===== src/hdl/wdt_map.vh =====
`ifndef WDT_MAP_VH
`define WDT_MAP_VH

// ----------------------------------------
// interval select codes
// ----------------------------------------
`define WDT_SEL_2P15 2'h0
`define WDT_SEL_2P18 2'h1
`define WDT_SEL_2P21 2'h2
`define WDT_SEL_2P24 2'h3

// ----------------------------------------
// timing counts in system clocks
// ----------------------------------------
`define WDT_TIMEOUT_2P15 32'h00008000
`define WDT_TIMEOUT_2P18 32'h00040000
`define WDT_TIMEOUT_2P21 32'h00200000
`define WDT_TIMEOUT_2P24 32'h01000000
`define WDT_RESET_CYCLES 32'h00000200

// ----------------------------------------
// counter values
// ----------------------------------------
`define WDT_COUNT_RESET 32'h00000000
`define WDT_COUNT_STEP 32'h00000001

`endif


===== src/hdl/wdt_top.v =====
`timescale 1ns/1ps
// Overview of operation
// - free-running counter; restart reloads starting value
// - interval select picks 2^15/18/21/24 clocks
// - timeout raises interrupt only when enabled
// - reset interval is exactly 512 clocks
// - unrestarted reset interval expiry asserts system reset
`include "wdt_map.vh"

module wdt_top #(
  parameter [31:0] TIMEOUT_2P15 = `WDT_TIMEOUT_2P15,
  parameter [31:0] TIMEOUT_2P18 = `WDT_TIMEOUT_2P18,
  parameter [31:0] TIMEOUT_2P21 = `WDT_TIMEOUT_2P21,
  parameter [31:0] TIMEOUT_2P24 = `WDT_TIMEOUT_2P24,
  parameter [31:0] RESET_CYCLES = `WDT_RESET_CYCLES
) (
  input wire i_clock,
  input wire i_rst,
  input wire i_enable,
  input wire i_restart,
  input wire [1:0] i_interval_select,
  input wire i_irq_enable,
  output reg o_irq,
  output reg o_timeout,
  output reg o_system_reset
);

  // ----------------------------------------
  // states
  // ----------------------------------------
  localparam [2:0] ST_IDLE = 3'h1;
  localparam [2:0] ST_COUNT = 3'h2;
  localparam [2:0] ST_RESET_WIN = 3'h4;

  // ----------------------------------------
  // helpers
  // ----------------------------------------
  function [31:0] sel_timeout;
    input [1:0] sel;
    begin
      case (sel)
        `WDT_SEL_2P15: sel_timeout = TIMEOUT_2P15;
        `WDT_SEL_2P18: sel_timeout = TIMEOUT_2P18;
        `WDT_SEL_2P21: sel_timeout = TIMEOUT_2P21;
        default: sel_timeout = TIMEOUT_2P24;
      endcase
    end
  endfunction

  // last cycle of a span of len clocks; a len of zero is not supported
  function at_terminal;
    input [31:0] count;
    input [31:0] len;
    begin
      at_terminal = (count >= len - 32'h00000001);
    end
  endfunction

  // both counting states clear the counter on the same three causes
  function must_clear;
    input run;
    input kick;
    input done;
    begin
      must_clear = !run || kick || done;
    end
  endfunction

  // ----------------------------------------
  // storage and nets
  // ----------------------------------------
  reg [2:0] state_reg;
  reg [2:0] state_next;
  reg [31:0] count_reg;
  reg [31:0] count_next;
  reg irq_next;
  reg timeout_next;
  reg sysrst_next;
  wire [31:0] limit;
  wire in_count;
  wire in_window;
  wire period_done;
  wire window_done;
  wire fire_timeout;
  wire fire_reset;

  // ----------------------------------------
  // interval decode
  // ----------------------------------------
  // select change takes effect at the next compare; no restart implied
  assign limit = sel_timeout(i_interval_select);

  // ----------------------------------------
  // state flags
  // ----------------------------------------
  assign in_count = (state_reg == ST_COUNT);
  assign in_window = (state_reg == ST_RESET_WIN);

  // ----------------------------------------
  // terminal detection
  // ----------------------------------------
  assign period_done = at_terminal(count_reg, limit);
  // independent of interval select: fixed window
  assign window_done = at_terminal(count_reg, RESET_CYCLES);
  // restart wins over expiry in the same cycle
  assign fire_timeout = in_count && i_enable && !i_restart && period_done;
  assign fire_reset = in_window && i_enable && !i_restart && window_done;

  // ----------------------------------------
  // next state
  // ----------------------------------------
  always @* begin
    state_next = state_reg;
    case (state_reg)
      ST_IDLE: begin
        if (i_enable) begin
          state_next = ST_COUNT;
        end
      end
      ST_COUNT: begin
        if (!i_enable) begin
          state_next = ST_IDLE;
        end else if (fire_timeout) begin
          state_next = ST_RESET_WIN;
        end
      end
      ST_RESET_WIN: begin
        if (!i_enable) begin
          state_next = ST_IDLE;
        end else if (i_restart) begin
          state_next = ST_COUNT;
        end else if (fire_reset) begin
          state_next = ST_IDLE;
        end
      end
      default: begin
        // a corrupted code falls back to idle rather than locking up
        state_next = ST_IDLE;
      end
    endcase
  end

  // ----------------------------------------
  // next count
  // ----------------------------------------
  always @* begin
    count_next = count_reg + `WDT_COUNT_STEP;
    case (state_reg)
      ST_IDLE: begin
        count_next = `WDT_COUNT_RESET;
      end
      ST_COUNT: begin
        if (must_clear(i_enable, i_restart, fire_timeout)) begin
          count_next = `WDT_COUNT_RESET;
        end
      end
      ST_RESET_WIN: begin
        if (must_clear(i_enable, i_restart, fire_reset)) begin
          count_next = `WDT_COUNT_RESET;
        end
      end
      default: begin
        count_next = `WDT_COUNT_RESET;
      end
    endcase
  end

  // ----------------------------------------
  // output decode
  // ----------------------------------------
  always @* begin
    timeout_next = 1'b0;
    irq_next = 1'b0;
    sysrst_next = 1'b0;
    case (state_reg)
      ST_IDLE: begin
        // a restart seen here has nothing to cancel
        timeout_next = 1'b0;
        irq_next = 1'b0;
        sysrst_next = 1'b0;
      end
      ST_COUNT: begin
        timeout_next = fire_timeout;
        irq_next = fire_timeout && i_irq_enable;
      end
      ST_RESET_WIN: begin
        sysrst_next = fire_reset;
      end
      default: begin
        timeout_next = 1'b0;
      end
    endcase
  end

  // ----------------------------------------
  // state registers
  // ----------------------------------------
  always @(posedge i_clock or posedge i_rst) begin
    if (i_rst) begin
      state_reg <= ST_IDLE;
      count_reg <= `WDT_COUNT_RESET;
    end else begin
      state_reg <= state_next;
      count_reg <= count_next;
    end
  end

  // ----------------------------------------
  // output registers
  // ----------------------------------------
  // pulses, not sticky flags: the consumer must latch them
  always @(posedge i_clock or posedge i_rst) begin
    if (i_rst) begin
      o_irq <= 1'b0;
      o_timeout <= 1'b0;
      o_system_reset <= 1'b0;
    end else begin
      o_irq <= irq_next;
      o_timeout <= timeout_next;
      o_system_reset <= sysrst_next;
    end
  end

endmodule


===== config.mk =====
export PLATFORM = sky130hd
export DESIGN_NAME = wdt_top
export DESIGN_NICKNAME = d
export VERILOG_FILES = /design/src/hdl/wdt_top.v
export VERILOG_INCLUDE_DIRS = /design/src /design/src/hdl
export SDC_FILE = /design/constraint.sdc
export NUM_CORES = 1
export LEC_CHECK = 0
export ABC_AREA = 1
export BUFFER_PORTS_ARGS = -buffer_cell sky130_fd_sc_hd__clkbuf_2
export CAP_MARGIN = 20
export CELL_PAD_IN_SITES_DETAIL_PLACEMENT = 1
export CELL_PAD_IN_SITES_GLOBAL_PLACEMENT = 1
export CORE_MARGIN = 4
export CORE_UTILIZATION = 31
export DETAILED_ROUTE_END_ITERATION = 6
export PLACE_DENSITY_LB_ADDON = 0.05
export SKIP_LAST_GASP = 1
export SYNTH_ARGS = -nofsm -noshare
export SYNTH_HDL_FRONTEND = slang
export SYNTH_SLANG_ARGS = --single-unit

===== constraint.sdc =====
create_clock -name i_clock -period 1.7 [get_ports i_clock]
set_clock_uncertainty 0.05 [all_clocks]
set_input_delay 0.34 -clock i_clock [delete_from_list [all_inputs] [get_ports i_clock]]
set_output_delay 0.34 -clock i_clock [all_outputs]
set_load 0.05 [all_outputs]

==> reports/results.txt <==
Status: finished with violations
Failing checks: setup timing
Slowest-stage cell, CP: ha_4
Post-synth top flop: dfrtp_1
Worst setup path class: primary input to flip-flop
GRT Total Usage: 0.1459
CP Max Fanout: 6
Clk_lat worst skew: 0.30 ns
Worst setup SP type: primary input
Period Utilization, post-route: 1.018
Slew margin rel.: 0.6702
Final Hold Viols: 0
Htree depth: 2
1st-iter DRT viols: 26
Final setup violation count: 23
Die width: 90.62 µm
Period minus WS final: 1.731 ns
Root Driver: clkbuf_8
Largest vdd supply drop: 473.0 µV
Clock slew seen by the registers of the worst setup and hold paths: 0.09 ns
Max reg flops: 32
Max-Cap Viols: 0
Synth Cell Area: 2116 µm²
Synth Instances: 274
Final TNS setup: -0.2535 ns
Share of layout cells above drive strength 1: 0.3588
Initial antenna violation count: 0
Largest net degree at the start of global routing: 39
WP data arrival: 1.92 ns
Std-Cell Rows: 29
Average cell area after synthesis: 7.722 µm²
CP top delay family: simple AND/OR/NAND/NOR gates
Full die area: 8211 µm²
Vias in the first global route: 1,993
Top cell type's share of synthesized area: 0.4376
Routed wire per std cell: 13.53 µm
Worst hold slack: 0.07854 ns
Setup ws final: -0.03051 ns
Routed WL: 5644 µm
Vias/cell: 4.535
Synth async-reset ratio: 1.000
Leak: 1.342 nW
Clock sink total: 38
Post-synth cell types: 24
Power Density: 724.2 nW/µm²
Slowest stage delay, CP: 0.27 ns
Clock Path Buffers: 2
Nets@finish: 354
I/O pin cnt: 10
Sequential fraction of the synthesis area: 0.4500
Worst Hold Class: primary input to async pin
Antenna diodes: 0
Drc violations: 0
Post-synth EDFFs: 0
Top post-synthesis cells by area: dfrtp_1, nand2_1, nor2_1
Detail Placement HPWL: 4013 µm
CP Buf/Inv Count: 5
Gpl congestion: 0.7749
RSZ-0062 raised after global routing: true
Port bufs: 9
Starting Density: 0.3258
Num CTS Buffers: 5
Synthesis-to-layout area growth: 42.05%
GRT Residual Overflow: 0
DR pass1 iterations: 4
Vias post-DR: 1,891
Ys Warns: 0
Max Freq: 577.9 MHz
FF+latch count, synth: 38
First-pass GRT wire length: 9515 µm
Chip height: 90.62 µm
Slew Viols, Final: 0
# fillers: 797
CP Capture Type: flip-flop
CP cell instances: clkbuf_8 -> nor2_4 -> inv_2 -> ha_4 -> ha_4 -> nand2_2 -> inv_2 -> nand3_2 -> nand2_1 -> nand2_1 -> nand2_1 -> inv_2 -> nand3_4 -> nand2_8 -> clkinv_8 -> nor2_1
CTS tree: yes
Yosys top cell by area: dfrtp_1
Number of routed nets with antenna violations: 0
Worst-Margin Slew: 0.4909 ns
Worst EP required: 1.89 ns
Core Area: 6495 µm²
[through the flow]
step,instances,area (µm²),utilization,worst slack (ns),total power [W]
3_3_place_gp,401,2567,0.3953,-0.4062,0.001220
2_1_floorplan,280,2171,-,-0.1187,0.001155
3_5_place_dp,401,2567,0.3953,-0.4659,0.001222
6_report,417,3005,0.4627,-0.03051,0.002176
4_1_cts,414,2873,0.4423,-0.01244,0.002197
5_1_grt,417,3005,0.4627,-0.1377,0.002281
[cell usage in the layout (no fill, tap or decap), drive strengths merged]
| master | n |
|---|---|
| nand4 | 8 |
| o21ai | 6 |
| bufinv | 2 |
| dfrtp | 37 |
| buf | 42 |
| clkbuf | 14 |
| a31o | 1 |
| nor2 | 58 |
| conb | 7 |
| a21boi | 1 |
| o22ai | 1 |
| nand2 | 61 |
| a21oi | 6 |
| nor3 | 9 |
| ha | 8 |
| nand3 | 18 |
| xor2 | 14 |
| clkinv | 2 |
| inv | 43 |
| xnor2 | 1 |
| dfstp | 1 |
[final cells by class]
| type | count | area [µm²] | area share |
|---|---|---|---|
| Tap cell | 77 | 96.34 | 0.03206 |
| Timing Repair inverter | 3 | 38.79 | 0.01291 |
| Sequential cell | 38 | 952.2 | 0.3168 |
| Timing Repair Buffer | 51 | 377.9 | 0.1257 |
| Clock inverter | 3 | 68.82 | 0.02290 |
| Multi-Input combinational cell | 199 | 1241 | 0.4130 |
| Clock buffer | 5 | 68.82 | 0.02290 |
| Inverter | 41 | 161.4 | 0.05371 |
[cell usage after synthesis (4+ instances only)]
master / instances
a21oi_1: 6
ha_1: 8
nor2_2: 4
nor3_1: 7
nand4_1: 8
o21ai_0: 5
nor2_1: 54
xor2_1: 14
nand2_1: 59
nand3_1: 16
dfrtp_1: 37
inv_1: 40
[repair_timing]
item	in CTS	in global routing
resized for setup	30	34
gates cloned	3	0
hold buffers	0	0
pin swaps	13	9
setup buffers	2	3
endpoints found under the setup margin	29	30
hold endpoints to repair	0	0
[worst min-delay path: stages]
cell      delay (ns)
clkbuf_2        0.08
inv_1           0.04
buf_4           0.42
[worst paths after layout]
check / from / end / slack [ns] / cells past startpoint
min reg2reg: count_reg[24] / count_reg[24] / 0.48 / 2
max in group asynchronous: i_rst / state_reg[0] / 1.15 / 3
max reg2reg: count_reg[0] / count_reg[5] / -0.03 / 11
min in group i_clock: i_irq_enable / o_irq / 0.18 / 3
min: i_rst / count_reg[4] / 0.08 / 3
max: i_interval_select[1] / count_reg[5] / -0.03 / 16
[power breakdown]
group	internal (W)	switching (W)	total (W)	leakage, nW
logic	0.000102	0.000156	0.000258	0.764
clock network	0.000588	0.000357	0.000946	0.0683
registers	0.000950	0.0000221	0.000973	0.510
total	0.00164	0.000535	0.00218	1.34
[cells by family (layout without fill, tap and decap cells)]
family                   after synthesis  count (layout)  share of synthesized area
AND/OR/NAND/NOR                      154             154                     0.3152
buffers and inverters                 43             103                    0.08456
flip-flops                            38              38                     0.4500
AO/OA/AOI/OAI                         15              15                    0.03903
XOR/XNOR                              15              15                    0.06210
adder cells (fa/ha/maj)                8               8                    0.04731
other                                  1               7                   0.001772
[metal layers]
metal	share of wire	up-vias	global-route usage
li1	-	974	-
met1	0.47	902	0.1779
met2	0.50	9	0.2607
met3	0.019	6	0.02917
met4	0.011	0	0.03827
met5	0	-	0
Power figures use the tool's default switching activity.
